## src/design/pmc_pkg.sv

```systemverilog
// Package for the power monitor calibration block: register map, reset values, limits
package pmc_pkg;
	localparam int unsigned PMC_ADDR_W = 4;
	localparam logic [3:0] PMC_OFS_CTRL = 4'h0;
	localparam logic [3:0] PMC_OFS_STATUS = 4'h1;
	localparam logic [3:0] PMC_OFS_GAIN_I = 4'h2;
	localparam logic [3:0] PMC_OFS_GAIN_V = 4'h3;
	localparam logic [3:0] PMC_OFS_GAIN_P = 4'h4;
	localparam logic [3:0] PMC_OFS_EXP_I = 4'h5;
	localparam logic [3:0] PMC_OFS_EXP_V = 4'h6;
	localparam logic [3:0] PMC_OFS_EXP_P = 4'h7;
	localparam logic [3:0] PMC_OFS_RANGE = 4'h8;
	localparam logic [3:0] PMC_OFS_PHASE = 4'h9;
	localparam logic [3:0] PMC_OFS_PHASE_ADJ = 4'hA;
	localparam logic [3:0] PMC_OFS_DC_OFS_I = 4'hB;
	localparam logic [3:0] PMC_OFS_AC_OFS_I = 4'hC;
	localparam logic [3:0] PMC_OFS_AC_OFS_P = 4'hD;
	localparam logic [3:0] PMC_OFS_AC_OFS_Q = 4'hE;
	localparam logic [3:0] PMC_OFS_GAIN_F = 4'hF;
	// Control register bit positions (write 1 to start; PMC_CTRL_DC_MODE is a level, loaded on every control write)
	localparam int unsigned PMC_CTRL_GAIN_CAL = 0;
	localparam int unsigned PMC_CTRL_FREQ_CAL = 1;
	localparam int unsigned PMC_CTRL_PHASE_UPD = 2;
	localparam int unsigned PMC_CTRL_DC_MODE = 3;
	// Status register bit positions
	localparam int unsigned PMC_ST_BUSY = 0;
	localparam int unsigned PMC_ST_ACK = 1;
	localparam int unsigned PMC_ST_NAK = 2;
	localparam logic [15:0] PMC_GAIN_MIN = 16'h61A8;
	localparam logic [15:0] PMC_GAIN_MAX = 16'hFFFF;
	localparam logic [15:0] PMC_GAIN_RST = 16'h8000;
	localparam logic [4:0] PMC_RANGE_RST = 5'h0C;
	localparam logic signed [7:0] PMC_PHASE_LIM = 8'sh7F;
	localparam int unsigned PMC_DIV_CYCLES = 40;
	typedef enum logic [2:0] {PMC_IDLE, PMC_DIV, PMC_NEXT, PMC_DONE} pmc_state_t;
endpackage : pmc_pkg

```

## src/design/pmc_calib.sv

```systemverilog
// Calibration engine: gain auto-calibration, range scaling, phase and offset correction
//Contract
//RL1: Gain command rescales current, voltage, power gains by expected over measured.
//RL2: ACK only if all three new gains lie in 25000..65535, else NAK.
//RL3: Gains are unsigned 16-bit; results must fit.
//RL4: Current RMS product shifted right by range count.
//RL5: Host may save constants to flash after ACK.
//RL6: Host converts angle error to units by multiplying by 40.
//RL7: New phase is old plus adjustment, 8-bit two's complement in low byte.
//RL8: Phase correction limited to about plus or minus 3.2 degrees.
//RL9: DC offset added to current converter output before anything else.
//RL10: DC mode bypasses high-pass filters on current and voltage.
//RL11: Three AC offset registers: current RMS, active and reactive power.
//RL12: Host order: temperature, frequency, gain, phase, reactive gain.
//RL13: Host copies thermistor voltage to ambient reference first when sensor fitted.
//RL14: Host runs frequency calibration second, only on internal oscillator.
//RL15: With filters on, host needs only single-point gain calibration.
//RL16: Host calibrates phase near power factor 0.5.
//RL17: Host picks range putting gain mid bounds.
//RL18: Frequency command sets frequency gain so measured matches reference.
//RL19: On NAK all three gains keep previous values.
`timescale 1ns/1ps
module pmc_calib
	import pmc_pkg::*;
#(
	parameter int unsigned DATA_W = 24
) (
	input wire logic clk_i,
	input wire logic reset_n_i,
	input wire logic [PMC_ADDR_W-1:0] addr_i,
	input wire logic [15:0] wdata_i,
	input wire logic wr_i,
	input wire logic rd_i,
	output logic [15:0] rdata_o,
	input wire logic signed [DATA_W-1:0] adc_i_i,
	input wire logic signed [DATA_W-1:0] hpf_i_i,
	input wire logic signed [DATA_W-1:0] hpf_v_i,
	input wire logic signed [DATA_W-1:0] raw_v_i,
	input wire logic [15:0] meas_i_i,
	input wire logic [15:0] meas_v_i,
	input wire logic [15:0] meas_p_i,
	input wire logic [15:0] meas_f_i,
	input wire logic [15:0] ref_f_i,
	input wire logic [DATA_W-1:0] irms_raw_i,
	output logic signed [DATA_W-1:0] adc_i_corr_o,
	output logic signed [DATA_W-1:0] chan_i_o,
	output logic signed [DATA_W-1:0] chan_v_o,
	output logic [DATA_W-1:0] irms_o,
	output logic done_o,
	output logic ack_o
);
	logic [15:0] gain_reg [3];
	logic [15:0] exp_reg [3];
	logic [15:0] gain_f_reg;
	logic [4:0] range_reg;
	logic [15:0] phase_reg;
	logic [7:0] phase_adj_reg;
	logic [15:0] dc_ofs_reg;
	logic [15:0] ac_ofs_reg [3];
	logic dc_mode_reg;
	logic ack_reg, nak_reg, done_reg;
	logic [15:0] new_gain_reg [3];
	logic fail_reg;
	logic [1:0] idx_reg;
	logic freq_mode_reg;
	logic [5:0] cnt_reg;
	logic [31:0] rem_reg, quot_reg, den_reg;
	pmc_state_t state_reg;
	logic [DATA_W-1:0] irms_next;

	function automatic logic [15:0] meas_sel(input logic [1:0] i, input logic [15:0] a,
			input logic [15:0] b, input logic [15:0] c);
		return (i == 2'd0) ? a : (i == 2'd1) ? b : c;
	endfunction : meas_sel

	function automatic logic in_limits(input logic [31:0] g);
		return (g >= 32'(PMC_GAIN_MIN)) && (g <= 32'(PMC_GAIN_MAX)); // RL2 RL3
	endfunction : in_limits

	wire logic start_gain = wr_i && addr_i == PMC_OFS_CTRL && wdata_i[PMC_CTRL_GAIN_CAL];
	wire logic start_freq = wr_i && addr_i == PMC_OFS_CTRL && wdata_i[PMC_CTRL_FREQ_CAL];
	wire logic phase_upd = wr_i && addr_i == PMC_OFS_CTRL && wdata_i[PMC_CTRL_PHASE_UPD];
	wire logic busy = state_reg != PMC_IDLE;
	wire logic [15:0] cur_meas = freq_mode_reg ? meas_f_i : meas_sel(idx_reg, meas_i_i, meas_v_i, meas_p_i);
	wire logic [15:0] cur_exp = freq_mode_reg ? ref_f_i : exp_reg[idx_reg];
	wire logic [15:0] cur_gain = freq_mode_reg ? gain_f_reg : gain_reg[idx_reg];
	wire logic signed [8:0] phase_sum = 9'($signed(phase_reg[7:0])) + 9'($signed(phase_adj_reg));

	// Restoring divider: old gain times expected, over measured
	always_ff @(posedge clk_i or negedge reset_n_i) begin
		if (!reset_n_i) begin
			state_reg <= PMC_IDLE;
			idx_reg <= 2'd0;
			cnt_reg <= 6'd0;
			rem_reg <= 32'd0;
			quot_reg <= 32'd0;
			den_reg <= 32'd0;
			fail_reg <= 1'b0;
			freq_mode_reg <= 1'b0;
			for (int k = 0; k < 3; k++) begin
				new_gain_reg[k] <= 16'h0000;
			end
		end else begin
			unique case (state_reg)
				PMC_IDLE: begin
					if (start_gain || start_freq) begin
						freq_mode_reg <= start_freq && !start_gain;
						idx_reg <= 2'd0;
						fail_reg <= 1'b0;
						state_reg <= PMC_NEXT;
					end
				end
				PMC_NEXT: begin
					rem_reg <= 32'd0;
					quot_reg <= 32'(cur_gain) * 32'(cur_exp);
					den_reg <= 32'(cur_meas);
					cnt_reg <= 6'd0;
					state_reg <= PMC_DIV;
				end
				PMC_DIV: begin
					// Index moves on only here, so it stays within the three gains
					if (cnt_reg == 6'(PMC_DIV_CYCLES - 1)) begin
						if (freq_mode_reg || idx_reg == 2'd2) begin
							state_reg <= PMC_DONE;
						end else begin
							idx_reg <= idx_reg + 2'd1;
							state_reg <= PMC_NEXT;
						end
					end
					if (cnt_reg < 6'd32) begin
						if ({rem_reg[30:0], quot_reg[31]} >= den_reg) begin
							rem_reg <= {rem_reg[30:0], quot_reg[31]} - den_reg;
							quot_reg <= {quot_reg[30:0], 1'b1};
						end else begin
							rem_reg <= {rem_reg[30:0], quot_reg[31]};
							quot_reg <= {quot_reg[30:0], 1'b0};
						end
					end else if (cnt_reg == 6'd32) begin
						new_gain_reg[idx_reg] <= quot_reg[15:0]; // RL1
						if (den_reg == 32'd0 || !in_limits(quot_reg)) begin
							fail_reg <= 1'b1; // RL2
						end
					end
					cnt_reg <= cnt_reg + 6'd1;
				end
				PMC_DONE: state_reg <= PMC_IDLE;
				default: state_reg <= PMC_IDLE;
			endcase
		end
	end

	// Gains commit only on a passing calibration
	always_ff @(posedge clk_i or negedge reset_n_i) begin
		if (!reset_n_i) begin
			for (int k = 0; k < 3; k++) begin
				gain_reg[k] <= PMC_GAIN_RST;
			end
			gain_f_reg <= PMC_GAIN_RST;
		end else if (state_reg == PMC_DONE && !fail_reg) begin
			if (freq_mode_reg) begin
				gain_f_reg <= new_gain_reg[0]; // RL18
			end else begin
				for (int k = 0; k < 3; k++) begin
					gain_reg[k] <= new_gain_reg[k]; // RL1 RL19
				end
			end
		end else if (wr_i && !busy) begin
			if (addr_i == PMC_OFS_GAIN_I) gain_reg[0] <= wdata_i;
			if (addr_i == PMC_OFS_GAIN_V) gain_reg[1] <= wdata_i;
			if (addr_i == PMC_OFS_GAIN_P) gain_reg[2] <= wdata_i;
			if (addr_i == PMC_OFS_GAIN_F) gain_f_reg <= wdata_i;
		end
	end

	always_ff @(posedge clk_i or negedge reset_n_i) begin
		if (!reset_n_i) begin
			ack_reg <= 1'b0;
			nak_reg <= 1'b0;
			done_reg <= 1'b0;
		end else begin
			done_reg <= state_reg == PMC_DONE;
			if (state_reg == PMC_DONE) begin
				ack_reg <= !fail_reg; // RL2
				nak_reg <= fail_reg;
			end else if (!busy && (start_gain || start_freq)) begin
				ack_reg <= 1'b0;
				nak_reg <= 1'b0;
			end
		end
	end

	// Plain configuration registers
	always_ff @(posedge clk_i or negedge reset_n_i) begin
		if (!reset_n_i) begin
			for (int k = 0; k < 3; k++) begin
				exp_reg[k] <= 16'h0000;
				ac_ofs_reg[k] <= 16'h0000;
			end
			range_reg <= PMC_RANGE_RST;
			phase_adj_reg <= 8'h00;
			dc_ofs_reg <= 16'h0000;
			dc_mode_reg <= 1'b0;
		end else if (wr_i) begin
			unique case (addr_i)
				PMC_OFS_CTRL: dc_mode_reg <= wdata_i[PMC_CTRL_DC_MODE];
				PMC_OFS_EXP_I: exp_reg[0] <= wdata_i;
				PMC_OFS_EXP_V: exp_reg[1] <= wdata_i;
				PMC_OFS_EXP_P: exp_reg[2] <= wdata_i;
				PMC_OFS_RANGE: range_reg <= wdata_i[4:0];
				PMC_OFS_PHASE_ADJ: phase_adj_reg <= wdata_i[7:0];
				PMC_OFS_DC_OFS_I: dc_ofs_reg <= wdata_i;
				PMC_OFS_AC_OFS_I: ac_ofs_reg[0] <= wdata_i; // RL11
				PMC_OFS_AC_OFS_P: ac_ofs_reg[1] <= wdata_i; // RL11
				PMC_OFS_AC_OFS_Q: ac_ofs_reg[2] <= wdata_i; // RL11
				default: ;
			endcase
		end
	end

	// Phase accumulate saturates at the 8-bit limit rather than wrapping
	always_ff @(posedge clk_i or negedge reset_n_i) begin
		if (!reset_n_i) begin
			phase_reg <= 16'h0000;
		end else if (phase_upd) begin
			if (phase_sum > 9'sd127) phase_reg <= {8'h00, PMC_PHASE_LIM}; // RL8
			else if (phase_sum < -9'sd128) phase_reg <= 16'h0080; // RL8
			else phase_reg <= {8'h00, phase_sum[7:0]}; // RL7
		end else if (wr_i && addr_i == PMC_OFS_PHASE) begin
			phase_reg <= {8'h00, wdata_i[7:0]}; // RL7
		end
	end

	// Datapath
	always_comb begin
		irms_next = DATA_W'((48'(irms_raw_i) * 48'(gain_reg[0])) >> range_reg); // RL4
	end

	always_ff @(posedge clk_i or negedge reset_n_i) begin
		if (!reset_n_i) begin
			adc_i_corr_o <= '0;
			chan_i_o <= '0;
			chan_v_o <= '0;
			irms_o <= '0;
		end else begin
			adc_i_corr_o <= adc_i_i + DATA_W'($signed(dc_ofs_reg)); // RL9
			chan_i_o <= dc_mode_reg ? adc_i_corr_o : hpf_i_i; // RL10
			chan_v_o <= dc_mode_reg ? raw_v_i : hpf_v_i; // RL10
			irms_o <= irms_next;
		end
	end

	always_ff @(posedge clk_i or negedge reset_n_i) begin
		if (!reset_n_i) begin
			rdata_o <= 16'h0000;
		end else if (rd_i) begin
			unique case (addr_i)
				PMC_OFS_CTRL: rdata_o <= {12'h000, dc_mode_reg, 3'b000};
				PMC_OFS_STATUS: rdata_o <= {13'h0000, nak_reg, ack_reg, busy};
				PMC_OFS_GAIN_I: rdata_o <= gain_reg[0];
				PMC_OFS_GAIN_V: rdata_o <= gain_reg[1];
				PMC_OFS_GAIN_P: rdata_o <= gain_reg[2];
				PMC_OFS_EXP_I: rdata_o <= exp_reg[0];
				PMC_OFS_EXP_V: rdata_o <= exp_reg[1];
				PMC_OFS_EXP_P: rdata_o <= exp_reg[2];
				PMC_OFS_RANGE: rdata_o <= {11'h000, range_reg};
				PMC_OFS_PHASE: rdata_o <= phase_reg;
				PMC_OFS_PHASE_ADJ: rdata_o <= {8'h00, phase_adj_reg};
				PMC_OFS_DC_OFS_I: rdata_o <= dc_ofs_reg;
				PMC_OFS_AC_OFS_I: rdata_o <= ac_ofs_reg[0];
				PMC_OFS_AC_OFS_P: rdata_o <= ac_ofs_reg[1];
				PMC_OFS_AC_OFS_Q: rdata_o <= ac_ofs_reg[2];
				PMC_OFS_GAIN_F: rdata_o <= gain_f_reg;
			endcase
		end else begin
			rdata_o <= 16'h0000;
		end
	end

	assign done_o = done_reg;
	assign ack_o = ack_reg;

	property p_nak_keeps;
		@(posedge clk_i) disable iff (!reset_n_i)
		(state_reg == PMC_DONE && fail_reg && !freq_mode_reg) |=> $stable(gain_reg[0]) && $stable(gain_reg[1])
			&& $stable(gain_reg[2]);
	endproperty
	a_nak_keeps: assert property (p_nak_keeps) else $error("gain changed on failed calibration"); // RL19
	property p_ack_limits;
		@(posedge clk_i) disable iff (!reset_n_i)
		(state_reg == PMC_DONE && !fail_reg && !freq_mode_reg) |=> gain_reg[0] >= PMC_GAIN_MIN
			&& gain_reg[1] >= PMC_GAIN_MIN && gain_reg[2] >= PMC_GAIN_MIN;
	endproperty
	a_ack_limits: assert property (p_ack_limits) else $error("accepted gain below limit"); // RL2
	property p_done_ack;
		@(posedge clk_i) disable iff (!reset_n_i)
		done_o |-> (ack_reg != nak_reg);
	endproperty
	a_done_ack: assert property (p_done_ack) else $error("answer not exclusive"); // RL2
	property p_gain_dur;
		@(posedge clk_i) disable iff (!reset_n_i)
		$rose(busy) && !freq_mode_reg |-> ##[120:130] done_o;
	endproperty
	a_gain_dur: assert property (p_gain_dur) else $error("gain calibration length wrong"); // RL1
	property p_dc_ofs;
		@(posedge clk_i) disable iff (!reset_n_i)
		##1 adc_i_corr_o == $past(adc_i_i) + DATA_W'($signed($past(dc_ofs_reg)));
	endproperty
	a_dc_ofs: assert property (p_dc_ofs) else $error("dc offset not applied"); // RL9
	property p_dc_bypass;
		@(posedge clk_i) disable iff (!reset_n_i)
		$past(dc_mode_reg) |-> chan_v_o == $past(raw_v_i) && chan_i_o == $past(adc_i_corr_o);
	endproperty
	a_dc_bypass: assert property (p_dc_bypass) else $error("filter not bypassed"); // RL10
	property p_range;
		@(posedge clk_i) disable iff (!reset_n_i)
		##1 irms_o == $past(irms_next);
	endproperty
	a_range: assert property (p_range) else $error("scaled rms mismatch"); // RL4
	property p_phase_hi;
		@(posedge clk_i) disable iff (!reset_n_i)
		phase_upd |=> phase_reg[15:8] == 8'h00 && ($past(phase_sum) > 9'sd127 || $past(phase_sum) < -9'sd128
			|| phase_reg[7:0] == 8'($past(phase_reg[7:0]) + $past(phase_adj_reg)));
	endproperty
	a_phase_hi: assert property (p_phase_hi) else $error("phase high byte set"); // RL7
	c_ack: cover property (@(posedge clk_i) done_o && ack_o);
	c_nak: cover property (@(posedge clk_i) done_o && !ack_o);
	c_freq: cover property (@(posedge clk_i) state_reg == PMC_DONE && freq_mode_reg);
	c_phase_sat: cover property (@(posedge clk_i) phase_upd && phase_sum > 9'sd127);
endmodule : pmc_calib

```

## config.mk

```make
export PLATFORM = sky130hd
export DESIGN_NAME = pmc_calib
export DESIGN_NICKNAME = d
export VERILOG_FILES = /design/src/design/pmc_pkg.sv /design/src/design/pmc_calib.sv
export SDC_FILE = /design/constraint.sdc
export NUM_CORES = 2
export LEC_CHECK = 0
export BUFFER_PORTS_ARGS = -buffer_cell sky130_fd_sc_hd__buf_2
export CAP_MARGIN = 20
export CORE_AREA = 4 4 360 273
export CTS_CLUSTER_SIZE = 28
export DETAILED_ROUTE_END_ITERATION = 16
export DIE_AREA = 0 0 364 277
export GPL_TIMING_DRIVEN = 0
export PLACE_DENSITY_LB_ADDON = 0.2
export SLEW_MARGIN = 20
export SYNTH_ARGS = -nofsm -noshare
export SYNTH_HDL_FRONTEND = slang
export SYNTH_SLANG_ARGS = --single-unit
```

## constraint.sdc

```tcl
create_clock -name clk_i -period 18.93 [get_ports clk_i]
set_input_delay 0.9465 -clock clk_i [delete_from_list [all_inputs] [get_ports clk_i]]
set_output_delay 0.9465 -clock clk_i [all_outputs]
set_load 0.05 [all_outputs]
```

# Word-level counts from Yosys, hierarchy flattened
# Index checks and enable logic that the tools add are counted.
dict set report op_classes {
  shifts 1
  n_mux 55
  mul 2
  n_addsub 5
  order_cmp 8
  bitwise_logic 2
  n_eq_ne 31
  reduce_logical 52
}
# cell n
set ops {}
lappend ops {{16-bit two-way mux} 20}
lappend ops {{16-bit case mux with 16 select lines} 1}
lappend ops {{48-bit two-way mux} 3}
lappend ops {{16-bit binary-select mux with 2-bit select} 2}
lappend ops {{32-bit case mux with 2 select lines} 1}
lappend ops {{31-bit two-way mux} 2}
lappend ops {{31-bit case mux with 2 select lines} 1}
lappend ops {{48-bit bitwise mux} 1}
lappend ops {{24-bit two-way mux} 2}
lappend ops {{24-bit by 16-bit multiplier with 40-bit output} 1}
lappend ops {{40-bit by 5-bit right shift with 24-bit output} 1}
lappend ops {{16-bit demux with 2-bit select} 1}
lappend ops {{4-bit equality test (second input constant)} 8}
lappend ops {{32-bit by 15-bit >= comparator with 1-bit output (second input constant)} 1}
lappend ops {{32-bit by 16-bit >= comparator with 1-bit output} 1}
lappend ops {{32-bit by 16-bit <= comparator with 1-bit output (second input constant)} 1}
lappend ops {{32-bit zero test} 1}
lappend ops {{16-bit by 16-bit multiplier with 32-bit output} 1}
lappend ops {{32-bit two-way mux} 1}
lappend ops {{31-bit by 16-bit subtractor with 31-bit output} 1}
lappend ops {{2-bit AND reduction} 13}
lappend ops {{24-bit by 16-bit adder with 24-bit output} 1}
lappend ops {{2-bit inequality test (second input constant)} 9}
lappend ops {{2-bit nonzero test} 9}
lappend ops {{36 further kinds} 73}
dict set report word_totals {
  wordCells 190
  regBits 461
  out_inout_bits 114
  input_bits 224
}

# Depth between registers and ports, before layout
dict set report logic_depth {
  depth_word 8
  depth_mapped 32
  mapped_depth_nobuf 30
}

# Worst setup path after synthesis
# No wires, ideal clock.
dict set report synth_path {
  kind {register to register}
  from {register idx_reg[0]}
  to {register quot_reg[29]}
  path_stages_with_launch 31
  t_arrival_ns 7.681
  setup_slack_ns 11.122
  n_path_buf 3
  setup_time_ns 0.127
  period_less_slack_ns 7.808
  path_cell_list {dfrtp_1 -> clkbuf_1 -> clkinv_1 -> nor2_1 -> clkbuf_1 -> a221oi_1 -> a21oi_1 -> clkbuf_1 -> nand2_1 -> fa_1 -> inv_1 -> fa_1 -> inv_1 -> fa_1 -> fa_1 -> inv_1 -> fa_1 -> inv_1 -> fa_1 -> inv_1 -> ha_1 -> nand3_1 -> nand2_1 -> a221o_1 -> a2111oi_4 -> o31ai_1 -> o31a_1 -> a21oi_2 -> mux2i_1 -> a2111oi_2 -> o21ai_1}
}
dict set report synth_via {
  elab_chain_len 7
  word_cells_on_any_way 11
  classes_between {1 x mul; 9 x mux; 1 x bitwise}
}
# item line
set synth_rtl {}
lappend synth_rtl {{from (decl)} pmc_calib.sv:64} ;# logic [1:0] idx_reg;
lappend synth_rtl {{from (signal assigned)} pmc_calib.sv:126} ;# idx_reg <= idx_reg + 2'd1;
lappend synth_rtl {{2-bit inverter with 3-bit output (implied by the code) (*)} {pmc_calib.sv:85, pmc_calib.sv:86}}
lappend synth_rtl {{16-bit binary-select mux with 2-bit select, on equally long branches} {pmc_calib.sv:86, pmc_calib.sv:85}}
lappend synth_rtl {{16-bit two-way mux, on equally long branches (3 in a row)} {pmc_calib.sv:86, pmc_calib.sv:85}}
lappend synth_rtl {{16-bit by 16-bit multiplier with 32-bit output (*)} pmc_calib.sv:115} ;# quot_reg <= 32'(cur_gain) * 32'(cur_exp);
lappend synth_rtl {{32-bit case mux with 2 select lines (*)} pmc_calib.sv:104} ;# unique case (state_reg)
lappend synth_rtl {{to (signal assigned)} pmc_calib.sv:115}
lappend synth_rtl {{to (signal assigned)} pmc_calib.sv:133} ;# quot_reg <= {quot_reg[30:0], 1'b1};
lappend synth_rtl {{to (signal assigned)} pmc_calib.sv:136} ;# quot_reg <= {quot_reg[30:0], 1'b0};
lappend synth_rtl {{to (decl)} pmc_calib.sv:67} ;# logic [31:0] rem_reg, quot_reg, den_reg;
# Every way passes the cells marked *; elsewhere a longest branch is shown, timed or not. The select of a mux whose other input is x is not followed.
# A chain may end at the register's enable or synchronous reset.

# Final worst setup path
dict set report layout_path {
  from {register idx_reg[0]}
  to {register quot_reg[30]}
}
# Same word-level chain as after synthesis.

==> flow_summary_export.csv <==
group,metric,value,unit
clocking,postCtsResizedCells,0,
global_routing,grt_pass1_vias,38300,
layout,fin_nets,6193,
synthesis,syn-num-nets,5799,
synthesis,synth_fa_ha_area_share,29.8,%
setup_path,worstSetupPathDepth,29,
sta,setup_tns,0,ns
setup_path,r2r_cells,29,
synthesis,synth.mux.area_fraction,9.58,%
setup_path,path_delay_family,"compound AO/OA/AOI/OAI gates",
setup_path,critPathSlowestCell,"a21oi_1",
placed_design,post-dp-hpwl,126000,µm
global_routing,antenna_found_initial,19,
setup_path,cp.arrival,11.21,ns
clocking,tritoncts,"yes",
route,antenna_left,0,
global_routing,grt_max_degree,92,
setup_path,crit_path_max_fanout,10,
power_and_ir_drop,power.density,71.0,mW/mm²
clocking,clock_latency,0.64,ns
clocking,cts.reportedPaths.clkPinSlew,0.09,ns
placed_design,io_buffers,334,
synthesis,synth_compound_area_share,12.5,%
floorplan,dieArea,0.101,mm²
power_and_ir_drop,cellLeakagePower,22.6,nW
synthesis,ys_ff_latch,452,
setup_path,reg2reg_from,"idx_reg[0]$_DFFE_PN0P_",
clocking,cts_setup_buffers,0,
setup_path,reg2reg_slack,8.22,ns
outcome,status,"finished, final reports clean",
power_and_ir_drop,p_total,3.58,mW
synthesis,synth_warnings,0,
sta,finalClockSkew,0.0629,ns
synthesis,synth_cells,4799,
route,wl,155000,µm
sta,setup-violations-final,0,
synthesis,async_reset_ff_share,100,%
clocking,cts_made_buffers,51,
sta,maxSlewViolCount,0,
sta,finalHoldViolations,0,
sta,period_share,56.6,%
setup_path,cp.required,19.43,ns
setup_path,cp-end-kind,"flip-flop",
clocking,cts.sinks,452,
sta,worst_pin_slew,1.24,ns
clocking,hold_buffers,0,
clocking,cts-root-buf,"clkbuf_16",
sta,rsz0062_at_grt,"no",
clocking,htree_levels,2,
synthesis,synth_ff_type,"dfrtp_1",
layout,drive_gt1_share,14.3,%
route,num_vias,38000,
sta,fmax,93.4,MHz
synthesis,synthSimpleGateAreaFrac,13.9,%
flow_run,drv_cap,0,
route,drtIter0Drc,3967,
floorplan,core,0.0948,mm²
layout,layout_common_cells,"nand2_1 (608), inv_1 (575), fa_1 (503)",
setup_path,critPathBufInv,7,
placed_design,gp_congestion,0.968,
placed_design,placed_area,0.0486,mm²
route,drt_pass1_iterations,8,
floorplan,num_io_pins,338,
synthesis,syn_area,0.0452,mm²
global_routing,grt_util_all_layers,30.8,%
setup_path,crit_type,"reg -> reg",
global_routing,grt_pass1_wl,236000,µm
global_routing,grt.overflow.total,0,
floorplan,die_y,277,µm
route,wire_per_inst,23.9,µm
layout,fin_area,0.0504,mm²
sta,relSlewSlack,16.7,%
setup_path,reg2reg_to,"quot_reg[30]$_DFFE_PN0P_",
floorplan,start_util,47.7,%
floorplan,core.rowCount,98,
power_and_ir_drop,peakVddDrop,158,µV
sta,whs,0.224,ns
layout,fill_cells,8867,
setup_path,worstSetupStartpointType,"flip-flop",
layout,syn_to_final_growth,11.6,%
sta,finalCriticalPeriod,10.71,ns
synthesis,ys_seq_area_share,25.0,%
layout,utilization,53.2,%
synthesis,synth_top_family_by_area,"adder cells",
setup_path,path_common_cell,"fa_1",
clocking,clk_path_buf_depth,3,
floorplan,fp.dieW,364,µm
layout,final_common_cell,"nand2_1",
synthesis,avgSynthCellArea,9.42,µm²
worst_hold_path,hold_class,"in -> async",
route,viasPerCell,5.85,
synthesis,ys_types,90,
synthesis,synth-xor-area-share,2.09,%
synthesis,ys_top_cells_by_area,"dfrtp_1 (25%), fa_1 (22%), ha_1 (7.6%)",
setup_path,slowest_delay,0.87,ns
synthesis,synth_top_area_share,24.7,%
route,drc,0,
synthesis,synth_edf_count,0,
synthesis,yosys.area.top_type,"dfrtp_1",
layer usage:
layer / share of wire (%) / track usage, % / up-vias
met5: 0.057 / 0 / -
met2: 39 / 41.0 / 1976
met4: 2.4 / 6.79 / 14
met1: 45 / 46.5 / 19000
met3: 14 / 12.6 / 234
li1: - / - / 16800
synthesized netlist by cell type, drive strengths merged, types with 8 or more instances:
| cell | instances |
|---|---|
| nand2 | 608 |
| inv | 576 |
| fa | 503 |
| dfrtp | 446 |
| ha | 273 |
| a21oi | 269 |
| mux2 | 268 |
| clkbuf | 243 |
| and2 | 241 |
| nor2 | 239 |
| o21ai | 233 |
| mux2i | 115 |
| a22oi | 67 |
| xnor2 | 65 |
| nand3 | 48 |
| xor2 | 43 |
| a221oi | 40 |
| nor2b | 40 |
| nor3 | 38 |
| a21o | 32 |
| a211oi | 30 |
| buf | 27 |
| nand2b | 27 |
| a22o | 23 |
| a31oi | 22 |
| and3 | 20 |
| nand4 | 18 |
| o21a | 18 |
| o211ai | 16 |
| a222oi | 15 |
| nor4 | 15 |
| o21bai | 15 |
| and4 | 13 |
| o31a | 13 |
| or3 | 13 |
| o31ai | 11 |
| o22ai | 9 |
| o221ai | 8 |
metrics by stage:
stage | std cells | setup slack [ns]
global route | 6489 | 7.87
finish | 6496 | 8.22
CTS | 6484 | 8.53
floorplan | 4799 | 11.12
detailed placement | 6390 | 8.53
global placement | 6383 | 7.22
how the worst max path moves through the flow:
stage                     slack (ns)                   start                        to
after global placement          7.22               reset_n_i    rem_reg[8]$_DFFE_PN0P_
after global routing            7.87  idx_reg[0]$_DFFE_PN0P_  quot_reg[30]$_DFFE_PN0P_
after floorplan                11.12  idx_reg[0]$_DFFE_PN0P_  quot_reg[29]$_DFFE_PN0P_
after detailed placement        8.53  idx_reg[0]$_DFFE_PN0P_  quot_reg[30]$_DFFE_PN0P_
after CTS                       8.53  idx_reg[0]$_DFFE_PN0P_  quot_reg[30]$_DFFE_PN0P_
final                           8.22  idx_reg[0]$_DFFE_PN0P_  quot_reg[30]$_DFFE_PN0P_
layout make-up:
type	count	area [µm²]	area share [%]
well taps	1250	1560	3.10
flip-flops and latches	452	11300	22.4
diodes	12	30.0	0.0595
plain buffers	270	1020	2.02
repair buffers	341	1830	3.64
multi-input cells	3498	30700	60.9
clock inverters	24	325	0.645
inverters	579	2170	4.31
clock buffers	70	1460	2.89
cell families after synthesis:
kind of cell,Yosys count
AO/OA/AOI/OAI,877
XOR/XNOR,108
adder cells (fa/ha/maj),776
buffers and inverters,849
flip-flops,452
multiplexers,390
AND/OR/NAND/NOR,1347
report_power, final:
part           total (mW)  switching [mW]  internal, mW
clock                1.06           0.447         0.614
sequential           1.29           0.152          1.14
combinational        1.22           0.824         0.400
(Power assumes the default switching activity.)
